<file path="config.mk">
export PLATFORM = sky130hd
export DESIGN_NAME = ics_switch_ctrl
export DESIGN_NICKNAME = d
export VERILOG_FILES = /design/src/rtl/ics_pkg.sv /design/src/rtl/ics_switch_ctrl.sv
export SDC_FILE = /design/constraint.sdc
export NUM_CORES = 1
export LEC_CHECK = 0
export BUFFER_PORTS_ARGS = -buffer_cell sky130_fd_sc_hd__clkbuf_2
export CAP_MARGIN = 25
export CORE_ASPECT_RATIO = 2
export CORE_MARGIN = 2
export CORE_UTILIZATION = 35
export CTS_CLUSTER_SIZE = 16
export DETAILED_ROUTE_END_ITERATION = 6
export PLACE_DENSITY = 0.55
export SLEW_MARGIN = 40
export SYNTH_ARGS = -nofsm -noshare
export SYNTH_HDL_FRONTEND = slang
export SYNTH_SLANG_ARGS = --single-unit
</file>
<file path="constraint.sdc">
create_clock -name ref_clk_in -period 4 [get_ports ref_clk_in]
set_clock_uncertainty 0.1 [all_clocks]
set_input_delay 0.4 -clock ref_clk_in [delete_from_list [all_inputs] [get_ports ref_clk_in]]
set_output_delay 0.4 -clock ref_clk_in [all_outputs]
set_load 0.01 [all_outputs]
</file>
<file path="src/rtl/ics_pkg.sv">
// constants and carrier types for the input clock switch control block
package ics_pkg;
  localparam int NUM_IN = 4;
  localparam int NUM_PLL = 4;
  localparam int LBW_REGS = 6;
  localparam int LOS_W = 4;
  localparam logic [15:0] ADDR_LOS_FLAGS = 16'h0012;
  localparam logic [15:0] ADDR_INPUT_EN = 16'h0949;
  localparam logic [15:0] ADDR_HITLESS_A = 16'h0436;
  localparam logic [15:0] ADDR_HITLESS_B = 16'h0536;
  localparam logic [15:0] ADDR_HITLESS_C = 16'h0636;
  localparam logic [15:0] ADDR_HITLESS_D = 16'h0737;
  localparam logic [15:0] ADDR_LBW_A = 16'h0408;
  localparam logic [15:0] ADDR_LBW_B = 16'h0508;
  localparam logic [15:0] ADDR_LBW_C = 16'h0608;
  localparam logic [15:0] ADDR_LBW_D = 16'h0709;
  localparam int HITLESS_BIT = 2;
  localparam logic [7:0] HITLESS_CTRL_RESET = 8'h04;
  localparam logic [7:0] INPUT_EN_RESET = 8'h0f;
  localparam logic [7:0] LBW_RESET = 8'h00;
  localparam logic [1:0] POLICY_MANUAL = 2'h0;
  localparam logic [1:0] POLICY_NONREV = 2'h1;
  localparam logic [1:0] POLICY_REV = 2'h2;
  localparam int CLK_PERIOD_NS = 4;
  localparam int RAMP_CALC_NS = 1000000000;
  localparam int RAMP_CALC_CYCLES = RAMP_CALC_NS / CLK_PERIOD_NS;
  localparam int PULLIN_LIMIT_PPM = 20;

  typedef enum logic [2:0] {
    ST_TRACK = 3'h1,
    ST_HOLD = 3'h2,
    ST_RAMP = 3'h4
  } ics_sw_state_t;

  typedef struct packed {
    logic [1:0] policy;
    logic [1:0] choice;
    logic ramp_en;
    logic ramp_done;
    logic signed [7:0] freq_offset_ppm;
  } ics_chan_ctrl_t;

  typedef struct packed {
    logic [1:0] active_input;
    logic holdover;
    logic buildout;
    logic switch_event;
    logic ramp_exit;
    logic pullin_ok;
  } ics_chan_stat_t;
endpackage

</file>
<file path="src/rtl/ics_switch_ctrl.sv">
// input clock switch control for four pll channels with its register file
`timescale 1ns/10ps
`default_nettype none

// Summary of operation
// RULE1: per-channel hitless enable bit 2, resets one
// RULE2: hitless on: pll absorbs phase offset
// RULE3: hitless off: phase passes at loop bandwidth
// RULE4: sources give no gapped clocks when hitless
// RULE5: host never disables two inputs together
// RULE6: host sets register-controlled selection first
// RULE7: host reads sticky flags, exits if clear
// RULE8: host sets manual mode on lost active
// RULE9: host selects live input, reads back active
// RULE10: host restores non-revertive or revertive mode
// RULE11: host zeroes sticky flags at routine end
// RULE12: ramped switch enters holdover until ramp ready
// RULE13: ramped switch reuses holdover exit ramp rate
// RULE14: pull-in allowed within twenty ppm offset
// RULE15: six loop bandwidth registers per channel
// RULE16: no runt pulses, switch commits once
// RULE17: input enables reset on, clear powers down
// RULE18: revertive selects highest priority valid input
// RULE19: non-revertive keeps valid current input
// RULE20: no valid input means holdover
// RULE21: hitless change applies at next switch
module ics_switch_ctrl #(
  parameter int RAMP_CYCLES = ics_pkg::RAMP_CALC_CYCLES
) (
  input wire logic ref_clk_in,
  input wire logic srst_in,
  input wire logic [15:0] reg_addr_in,
  input wire logic [7:0] reg_wdata_in,
  input wire logic reg_wr_in,
  input wire logic reg_rd_in,
  output logic [7:0] reg_rdata_out,
  output logic reg_rvalid_out,
  input wire logic [3:0] los_live_in,
  input wire logic [3:0] input_valid_in,
  input wire logic [1:0] sel_pins_in,
  input wire logic selection_source_bit_in,
  input wire ics_pkg::ics_chan_ctrl_t [3:0] chan_ctrl_in,
  output ics_pkg::ics_chan_stat_t [3:0] chan_stat_out,
  output logic [3:0] input_buffer_power_out,
  output logic [3:0][47:0] loop_bw_out
);
  // ==========================================================
  // register file
  logic [7:0] los_flags;
  logic [7:0] next_los_flags;
  logic [7:0] input_en;
  logic [7:0] next_input_en;
  logic [3:0][7:0] hitless_ctrl;
  logic [3:0][7:0] next_hitless_ctrl;
  logic [3:0][5:0][7:0] lbw;
  logic [3:0][5:0][7:0] next_lbw;
  logic [7:0] next_rdata;
  logic next_rvalid;

  function automatic logic [15:0] hitless_addr(input int ch);
    case (ch)
      0: hitless_addr = ics_pkg::ADDR_HITLESS_A;
      1: hitless_addr = ics_pkg::ADDR_HITLESS_B;
      2: hitless_addr = ics_pkg::ADDR_HITLESS_C;
      default: hitless_addr = ics_pkg::ADDR_HITLESS_D;
    endcase
  endfunction

  function automatic logic [15:0] lbw_addr(input int ch, input int idx);
    logic [15:0] base;
    case (ch)
      0: base = ics_pkg::ADDR_LBW_A;
      1: base = ics_pkg::ADDR_LBW_B;
      2: base = ics_pkg::ADDR_LBW_C;
      default: base = ics_pkg::ADDR_LBW_D;
    endcase
    lbw_addr = base + 16'(idx);
  endfunction

  always_comb begin
    next_los_flags = los_flags;
    next_input_en = input_en;
    next_hitless_ctrl = hitless_ctrl;
    next_lbw = lbw;
    next_rdata = 8'h00;
    next_rvalid = reg_rd_in;
    if (reg_wr_in) begin
      if (reg_addr_in == ics_pkg::ADDR_LOS_FLAGS) begin
        // writing zero clears a flag, writing one leaves it
        next_los_flags = los_flags & reg_wdata_in;
      end
      if (reg_addr_in == ics_pkg::ADDR_INPUT_EN) begin
        next_input_en = reg_wdata_in; // see RULE17
      end
      for (int c = 0; c < ics_pkg::NUM_PLL; c++) begin
        if (reg_addr_in == hitless_addr(c)) begin
          next_hitless_ctrl[c] = reg_wdata_in; // see RULE1
        end
        for (int i = 0; i < ics_pkg::LBW_REGS; i++) begin
          if (reg_addr_in == lbw_addr(c, i)) begin
            next_lbw[c][i] = reg_wdata_in; // see RULE15
          end
        end
      end
    end
    // a new loss event wins over a clear in the same cycle
    next_los_flags[ics_pkg::LOS_W-1:0] = next_los_flags[ics_pkg::LOS_W-1:0] | los_live_in;
    next_los_flags[7:ics_pkg::LOS_W] = 4'h0;
    if (reg_rd_in) begin
      if (reg_addr_in == ics_pkg::ADDR_LOS_FLAGS) begin
        next_rdata = los_flags;
      end
      if (reg_addr_in == ics_pkg::ADDR_INPUT_EN) begin
        next_rdata = input_en;
      end
      for (int c = 0; c < ics_pkg::NUM_PLL; c++) begin
        if (reg_addr_in == hitless_addr(c)) begin
          next_rdata = hitless_ctrl[c];
        end
        for (int i = 0; i < ics_pkg::LBW_REGS; i++) begin
          if (reg_addr_in == lbw_addr(c, i)) begin
            next_rdata = lbw[c][i];
          end
        end
      end
    end
  end

  always_ff @(posedge ref_clk_in) begin
    if (srst_in) begin
      los_flags <= 8'h00;
      input_en <= ics_pkg::INPUT_EN_RESET;
      hitless_ctrl <= {ics_pkg::NUM_PLL{ics_pkg::HITLESS_CTRL_RESET}};
      lbw <= '0;
      reg_rdata_out <= 8'h00;
      reg_rvalid_out <= 1'b0;
    end else begin
      los_flags <= next_los_flags;
      input_en <= next_input_en;
      hitless_ctrl <= next_hitless_ctrl;
      lbw <= next_lbw;
      reg_rdata_out <= next_rdata;
      reg_rvalid_out <= next_rvalid;
    end
  end

  assign input_buffer_power_out = input_en[3:0]; // see RULE17
  assign loop_bw_out = lbw; // see RULE3

  // ==========================================================
  // selection pin synchroniser
  logic [1:0] pin_s1;
  logic [1:0] pin_s2;
  logic [1:0] pin_s3;
  logic [1:0] pin_sel;
  logic [1:0] next_pin_sel;

  always_comb begin
    next_pin_sel = (pin_s2 == pin_s3) ? pin_s3 : pin_sel;
  end

  always_ff @(posedge ref_clk_in) begin
    if (srst_in) begin
      pin_s1 <= 2'h0;
      pin_s2 <= 2'h0;
      pin_s3 <= 2'h0;
      pin_sel <= 2'h0;
    end else begin
      pin_s1 <= sel_pins_in;
      pin_s2 <= pin_s1;
      pin_s3 <= pin_s2;
      pin_sel <= next_pin_sel;
    end
  end

  // ==========================================================
  // per-channel switch state machines
  ics_pkg::ics_sw_state_t [3:0] state;
  ics_pkg::ics_sw_state_t [3:0] next_state;
  logic [3:0][27:0] ramp_cnt;
  logic [3:0][27:0] next_ramp_cnt;
  ics_pkg::ics_chan_stat_t [3:0] stat;
  ics_pkg::ics_chan_stat_t [3:0] next_stat;
  logic [3:0] usable;
  logic [3:0][1:0] tgt;
  logic [3:0] tgt_ok;
  logic [2:0] best;
  // idle channel: no input yet, in holdover, buildout on, no pulses
  localparam ics_pkg::ics_chan_stat_t STAT_RESET = '{
    active_input: 2'h0, holdover: 1'b1, buildout: 1'b1, default: 1'b0};

  // lower input number has higher priority; msb flags a find
  function automatic logic [2:0] pick_best(input logic [3:0] ok);
    pick_best = 3'h0;
    for (int i = ics_pkg::NUM_IN - 1; i >= 0; i--) begin
      if (ok[i]) begin
        pick_best = {1'b1, 2'(i)};
      end
    end
  endfunction

  function automatic logic in_range(input logic signed [7:0] ppm);
    in_range = (ppm <= 8'(ics_pkg::PULLIN_LIMIT_PPM)) &&
               (ppm >= -8'(ics_pkg::PULLIN_LIMIT_PPM));
  endfunction

  assign usable = input_valid_in & input_en[3:0];
  assign best = pick_best(usable);

  always_comb begin
    next_state = state;
    next_ramp_cnt = ramp_cnt;
    next_stat = stat;
    tgt = '0;
    tgt_ok = '0;
    for (int c = 0; c < ics_pkg::NUM_PLL; c++) begin
      next_stat[c].switch_event = 1'b0;
      next_stat[c].ramp_exit = 1'b0;
      next_stat[c].pullin_ok = in_range(chan_ctrl_in[c].freq_offset_ppm); // see RULE14
      unique case (chan_ctrl_in[c].policy)
        ics_pkg::POLICY_MANUAL: begin
          tgt[c] = selection_source_bit_in ? chan_ctrl_in[c].choice : pin_sel;
          tgt_ok[c] = usable[tgt[c]];
        end
        ics_pkg::POLICY_NONREV: begin
          // an input that failed into holdover is not kept; pick afresh
          if (state[c] != ics_pkg::ST_HOLD && usable[stat[c].active_input]) begin
            tgt[c] = stat[c].active_input; // see RULE19
            tgt_ok[c] = 1'b1;
          end else begin
            tgt[c] = best[1:0];
            tgt_ok[c] = best[2];
          end
        end
        default: begin
          // revertive; the unused code behaves the same way
          tgt[c] = best[1:0]; // see RULE18
          tgt_ok[c] = best[2];
        end
      endcase
      unique case (state[c])
        ics_pkg::ST_TRACK: begin
          if (!tgt_ok[c]) begin
            next_state[c] = ics_pkg::ST_HOLD; // see RULE20
          end else if (tgt[c] != stat[c].active_input) begin
            // one commit per switch keeps the output free of runts, see RULE16
            next_stat[c].active_input = tgt[c];
            next_stat[c].switch_event = 1'b1;
            next_stat[c].buildout = hitless_ctrl[c][ics_pkg::HITLESS_BIT]; // see RULE21
            next_ramp_cnt[c] = 28'h0;
            if (chan_ctrl_in[c].ramp_en) begin
              next_state[c] = ics_pkg::ST_RAMP; // see RULE12
            end
          end
        end
        ics_pkg::ST_HOLD: begin
          if (tgt_ok[c]) begin
            next_stat[c].active_input = tgt[c];
            next_stat[c].switch_event = 1'b1;
            next_stat[c].buildout = hitless_ctrl[c][ics_pkg::HITLESS_BIT]; // see RULE2
            next_ramp_cnt[c] = 28'h0;
            next_state[c] = chan_ctrl_in[c].ramp_en ? ics_pkg::ST_RAMP : ics_pkg::ST_TRACK;
          end
        end
        ics_pkg::ST_RAMP: begin
          if (chan_ctrl_in[c].ramp_done || ramp_cnt[c] == 28'(RAMP_CYCLES - 1)) begin
            next_state[c] = ics_pkg::ST_TRACK;
            next_stat[c].ramp_exit = 1'b1; // see RULE13
          end else begin
            next_ramp_cnt[c] = ramp_cnt[c] + 28'h1;
          end
        end
        default: begin
          next_state[c] = ics_pkg::ST_HOLD;
        end
      endcase
      next_stat[c].holdover = (next_state[c] != ics_pkg::ST_TRACK);
    end
  end

  always_ff @(posedge ref_clk_in) begin
    if (srst_in) begin
      for (int c = 0; c < ics_pkg::NUM_PLL; c++) begin
        state[c] <= ics_pkg::ST_HOLD;
      end
      ramp_cnt <= '0;
      stat <= {ics_pkg::NUM_PLL{STAT_RESET}};
    end else begin
      state <= next_state;
      ramp_cnt <= next_ramp_cnt;
      stat <= next_stat;
    end
  end

  assign chan_stat_out = stat;
endmodule

`default_nettype wire

</file>
==> results of run 1 <==
==> critical path: cells and delay by family (launching register included) <==
| family | cells | cell delay (ns) |
|---|---|---|
| AOI/OAI and AO/OA | 3 | 0.99 |
| DFF | 1 | 0.54 |
| and+or+nand+nor | 4 | 1.37 |
| muxes | 1 | 0.57 |
==> where the power goes <==
| group | internal [mW] | total, mW | switching [mW] |
|---|---|---|---|
| registers | 4.11 | 4.20 | 0.0925 |
| logic | 0.386 | 1.23 | 0.846 |
| clock network | 2.53 | 4.27 | 1.74 |
| total | 7.02 | 9.70 | 2.68 |
==> flip-flops by register name (all words and copies together) (netlist names) <==
register	flops
loop_bw_out	192
ramp_cnt	112
hitless_ctrl	32
chan_stat_out	28
state	12
input_en	8
reg_rdata_out	8
los_flags	4
pin_s1	2
pin_s2	2
pin_s3	2
pin_sel	2
reg_rvalid_out	1
==> per-layer routing <==
metal,share of wire,up-vias,routed length (um)
li1,-,9925,-
met3,0.061,314,5430
met2,0.52,950,45900
met4,0.084,4,7450
met1,0.34,10400,30300
met5,0.00029,-,26
==> cells in the final DEF, fill, tap and decap left out, types with 41 or more instances in the layout <==
master       n
a21oi_1    309
buf_4       92
clkbuf_16   41
clkbuf_2   319
dfxtp_1    405
mux2i_1     47
nand2_1    549
nand3_1    136
nand4_1     45
nor2_1     204
nor3_1      60
o21ai_0     67
xnor2_1     47
==> cell families after synthesis <==
| logic type | share of synthesized area |
|---|---|
| and+or+nand+nor | 0.294 |
| adders and majority gates | 0.00249 |
| AOI/OAI and AO/OA | 0.191 |
| DFF | 0.404 |
| xor gates and xnor gates | 0.0340 |
| buffers and inverters | 0.0395 |
| muxes | 0.0352 |
==> area by class of cell <==
cell class / count / area (um^2)
clock buffers: 53 / 1140
clock inverters: 17 / 299
fillers: 5930 / 32800
inverters: 28 / 105
multi-input cells: 2012 / 11200
flip-flops and latches: 405 / 8110
well taps: 756 / 946
repair buffers: 424 / 2400
==> worst max-delay path by stage <==
| stage | slack (ns) | to |
|---|---|---|
| 2_1_floorplan | 0.96 | ramp_cnt[106]$_SDFFE_PP0P_ |
| 3_3_place_gp | 0.23 | reg_rdata_out[3]$_SDFF_PP0_ |
| 3_5_place_dp | 0.24 | reg_rdata_out[3]$_SDFF_PP0_ |
| 4_1_cts | 0.46 | ramp_cnt[104]$_SDFFE_PP0P_ |
| 5_1_grt | 0.20 | ramp_cnt[88]$_SDFFE_PP0P_ |
| 6_report | 0.36 | ramp_cnt[104]$_SDFFE_PP0P_ |
==> repair_timing <==
item / in CTS / in global routing
setup buffers: 0 / 0
hold buffers: 3 / 0
endpoints found under the hold margin: 3 / 0
==> flow_summary.ini, run 1 <==
[status]
status = finished, final reports clean

[min_path]
min_from = los_live_in[0]
hold-path-endpoint = los_flags[0]$_SDFF_PP0_
holdPathStages = 3
hold_path_class = primary input to register

[global_routing]
grt_use_met3 = 0.0484
grt_max_degree = 96
grt_usage = 0.288
grt_pass1_vias = 21300
grt_antenna_before_repair = 2
use_met2 = 0.537
grt-busiest-layer = met2
grt_pass1_wl_mm = 131
gr-total-overflow = 0
met1_usage = 0.284

[pwr]
powerDensity_nw_per_um2 = 401
power.leakage_nw = 8.87
peakVddDrop_mv = 0.308
power_mw = 9.70

[cts]
clk_pin_slew_ns = 0.07
cts_buffers = 40
htree_levels = 2
cts_num_sinks = 405
cts_tree = built
cts_buffer_depth = 3
worstSkewPairLatency_ns = 0.57
cts_resized = 0
clockRootBuffer = clkbuf_16

[route]
routedWlPerCell_um = 24.1
drt_first_pass_iters = 5
drc = 0
vias_per_cell = 5.83
via_count = 21500
ant_nets = 0
drtIter0Drc = 1665
wl_mm = 89.0

[critical_path]
crit_start = input_en[1]$_SDFFE_PP1P_
r2r_cells = 8
required_ns = 4.40
crit_fanout = 19
worstSetupStartpointType = register
timing.rr.start = input_en[1]$_SDFFE_PP1P_
r2r-end = ramp_cnt[104]$_SDFFE_PP0P_
setup.worst_path.end_class = register
cpPeakStageDelay_ns = 0.60
cp_common_cell = nand2_1
crit_arrival_ns = 4.05
critPathSlowestCell = or4_1
reg2reg_slack_ns = 0.36
critPathKind = register to register
cp_cell_sequence = nand2_1 > mux4_2 > o31ai_1 > a211o_1 > a21bo_2 > nand2b_1 > or4_1 > nand2_1

[yosys]
ys_top_cells_by_area = dfxtp_1 40%, nand2_1 10%, a21oi_1 7.7%, nor2_1 3.8%, nand3_1 3.4%
postSynth.asyncResetShare = 0
synthCells = 2612
yosysWarnings = 0
synth_top_cells_by_count = 549 x nand2_1, 405 x dfxtp_1, 309 x a21oi_1
synth-edff-count = 0
synth_top_area_cell = dfxtp_1
synth.net_count = 2711
synth_flop_cell = dfxtp_1
ys_seq_area_frac = 0.404
yosysTopAreaCellShare = 0.404
yosysMostFrequentCell = nand2_1
netlist_area_um2 = 20100
ys_types = 91
ys_ff_latch = 405
synth.avg_cell_area_um2 = 7.68

[finish]
insertedDiodeCount = 0
synthToLayoutAreaGrowth_pct = 20.5
fin_area_um2 = 24200
finalNonFillerCells = 3695
final_util = 0.425
drive_gt1_frac = 0.182
nets = 3010

[die]
core-area_um2 = 56900
rows = 124
ios = 328
die_h_um = 343
die_w_um = 173
dieArea_um2 = 59400
floorplan.initialDensity = 0.353

[place]
dpl.cell_count = 3622
post-dp-hpwl_mm = 66.7
dp_slack_ns = 0.241
routabilityCongestion = 1.03
io_buffers = 327
place_area_um2 = 22700

[sta]
min_period_ns = 3.64
rsz0062_at_grt = no
post-route-period-util = 0.911
hold_viol_final = 0
finalSetupTns_ns = 0
worst_hold_slack_ns = 0.0370
setup_viol = 0
slew_violations = 0
worst_slack_ns = 0.356
max_freq_mhz = 274
tightest_slew_ns = 0.954
relSlewSlack = 0.357

[run]
drv_cap = 0
Note: power is estimated with default switching activity, not from simulation.
==> inputs of run 2 (changes only) <==
==> constraint.sdc (replaced) <==
create_clock -name ref_clk_in -period 4 [get_ports ref_clk_in]
set_clock_uncertainty 0.1 [all_clocks]
set_input_delay 0 -clock ref_clk_in [delete_from_list [all_inputs] [get_ports ref_clk_in]]
set_output_delay 0 -clock ref_clk_in [all_outputs]
set_load 0.01 [all_outputs]
==> run 2 against run 1 <==
Compared with the run above:
- worst hold slack improved by 0.076 ns
- critical endpoint is now state[5]$_SDFF_PP0_
- final area increased by 1.6%
- largest power group is now sequential cells
- critical path type unchanged
- register-to-register slack got worse by 0.14 ns
- clock power decreased by 3%
- first-iteration DRC count decreased by 4.0%
- core utilization increased by 0.70 points
==> flow_summary.ini, run 2 (same netlist as run 1, synthesis figures left out) <==
[critical_path]
r2r_cells = 10
cp_num_buf_inv = 3
required_ns = 4.40
cp_cell_sequence = nand2_1 > mux4_2 > o31a_1 > o21a_1 > o221ai_1 > buf_4 > nand4_1 > dlygate4sd3_1 > a21oi_1 > dlygate4sd3_1
crit_fanout = 20
r2r-end = state[5]$_SDFF_PP0_
cpPeakStageDelay_ns = 0.59
reg2reg_slack_ns = 0.21
cp.depth = 10
critPathSlowestCell = dlygate4sd3_1
critPathTopFamily = buffers and inverters
crit_arrival_ns = 4.19
timing.rr.start = input_en[3]$_SDFFE_PP1P_
critPathKind = register to register
cp_common_cell = dlygate4sd3_1
setup.worst_path.end_class = register
worstSetupStartpointType = register

[sta]
min_period_ns = 3.79
post-route-period-util = 0.947
worst_hold_slack_ns = 0.113
setup_viol = 0
hold_viol_final = 0
rsz0062_at_grt = no
relSlewSlack = 0.404
max_freq_mhz = 264
tightest_slew_ns = 0.888
finalSetupTns_ns = 0
slew_violations = 0

[route]
drc = 0
drtIter0Drc = 1599
routedWlPerCell_um = 23.9
via_count = 21700
wl_mm = 89.4
vias_per_cell = 5.80
ant_nets = 0
drt_first_pass_iters = 6

[die]
dieArea_um2 = 59400
rows = 124
ios = 328
die_h_um = 343
die_w_um = 173
core-area_um2 = 56900
floorplan.initialDensity = 0.353

[place]
routabilityCongestion = 1.01
dpl.cell_count = 3600
io_buffers = 327
place_area_um2 = 22600
post-dp-hpwl_mm = 65.9

[cts]
cts_buffers = 41
cts_buffer_depth = 3
cts_setup_buffers = 0
clockRootBuffer = clkbuf_16
htree_levels = 2
worstSkewPairLatency_ns = 0.59
cts_tree = built
clk_pin_slew_ns = 0.06
cts_num_sinks = 405

[global_routing]
grt_pass1_wl_mm = 133
grt_pass1_vias = 21400
grt-busiest-layer = met2
grt_max_degree = 93
use_met2 = 0.536
met1_usage = 0.291
gr-total-overflow = 0
grt_use_met3 = 0.0485
grt_usage = 0.290
grt_antenna_before_repair = 1

[finish]
largest_register_ffs = 192
insertedDiodeCount = 0
nets = 3047
final_cell_mix = 547 x nand2_1, 404 x dfxtp_1, 318 x clkbuf_2, 309 x a21oi_1, 204 x nor2_1
fin_area_um2 = 24600
finalNonFillerCells = 3735
final_common_cell = nand2_1
synthToLayoutAreaGrowth_pct = 22.5
fill_cells = 5825
final_util = 0.432
drive_gt1_frac = 0.173

[min_path]
min_from = input_valid_in[2]
hold_path_class = primary input to register
hold-path-endpoint = chan_stat_out[13]$_SDFFE_PP0P_
holdPathStages = 6

[pwr]
peakVddDrop_mv = 0.295
power.leakage_nw = 9.00
powerDensity_nw_per_um2 = 391

[status]
status = finished, final reports clean

[run]
drv_cap = 0
## run 2: cell count changes in the layout (fill, tap and decap cells not counted), moves of 2 or more
cell / before / now
nand2_2: 0 / 2
buf_4: 92 / 68
nand2_1: 549 / 547
clkbuf_8: 8 / 10
clkbuf_1: 5 / 9
inv_6: 3 / 1
dlygate4sd3_1: 3 / 61
bufinv_16: 8 / 4
clkbuf_16: 41 / 43
## run 2: report_power, final
part,internal (mW),total [mW],switching (mW)
combinational,0.421,1.28,0.858
sequential,4.11,4.20,0.0947
clock,2.40,4.14,1.74
total,6.92,9.62,2.70
## run 2: worst reg2reg max path, cell delays in order (launching register included)
cell           delay, ns
dfxtp_1             0.55
nand2_1             0.25
mux4_2              0.53
o31a_1              0.28
o21a_1              0.18
o221ai_1            0.16
buf_4               0.27
nand4_1             0.13
dlygate4sd3_1       0.59
a21oi_1             0.13
dlygate4sd3_1       0.55
## run 2: timing repair
action | CTS | global route
hold buffers | 61 | 0
setup endpoints to repair | 0 | 2
resized for setup | 0 | 3
endpoints found under the hold margin | 276 | 0
## run 2: final cells by class
class	count	area, um^2	share of cell area
multi-input cells	2012	11200	0.455
flip-flops and latches	405	8110	0.330
repair buffers	460	2830	0.115
clock buffers	61	1230	0.0502
well taps	756	946	0.0385
clock inverters	13	175	0.00713
inverters	28	105	0.00428
## run 2: per-layer routing
metal / share of wire / up-vias
li1: - / 9994
met1: 0.34 / 10400
met2: 0.51 / 1024
met3: 0.064 / 289
met4: 0.082 / 2
met5: 0.000089 / -
## run 2: worst max-delay path by stage
stage | endpoint | startpoint | slack (ns)
after floorplan | ramp_cnt[83]$_SDFFE_PP0P_ | chan_stat_out[20]$_SDFFE_PP0P_ | 1.17
after global placement | reg_rdata_out[5]$_SDFF_PP0_ | reg_addr_in[13] | 0.39
final | state[5]$_SDFF_PP0_ | input_en[3]$_SDFFE_PP1P_ | 0.21
after global routing | state[5]$_SDFF_PP0_ | input_en[1]$_SDFFE_PP1P_ | 0.07
after CTS | state[5]$_SDFF_PP0_ | input_en[2]$_SDFFE_PP1P_ | 0.17
after detailed placement | reg_rdata_out[5]$_SDFF_PP0_ | reg_addr_in[13] | 0.39
## run 2: stage by stage
stage / setup WS, ns / total power, mW
after floorplan: 1.17 / 5.06
after global placement: 0.394 / 5.46
after detailed placement: 0.392 / 5.48
after CTS: 0.166 / 9.69
after global routing: 0.0659 / 9.96
final: 0.211 / 9.62
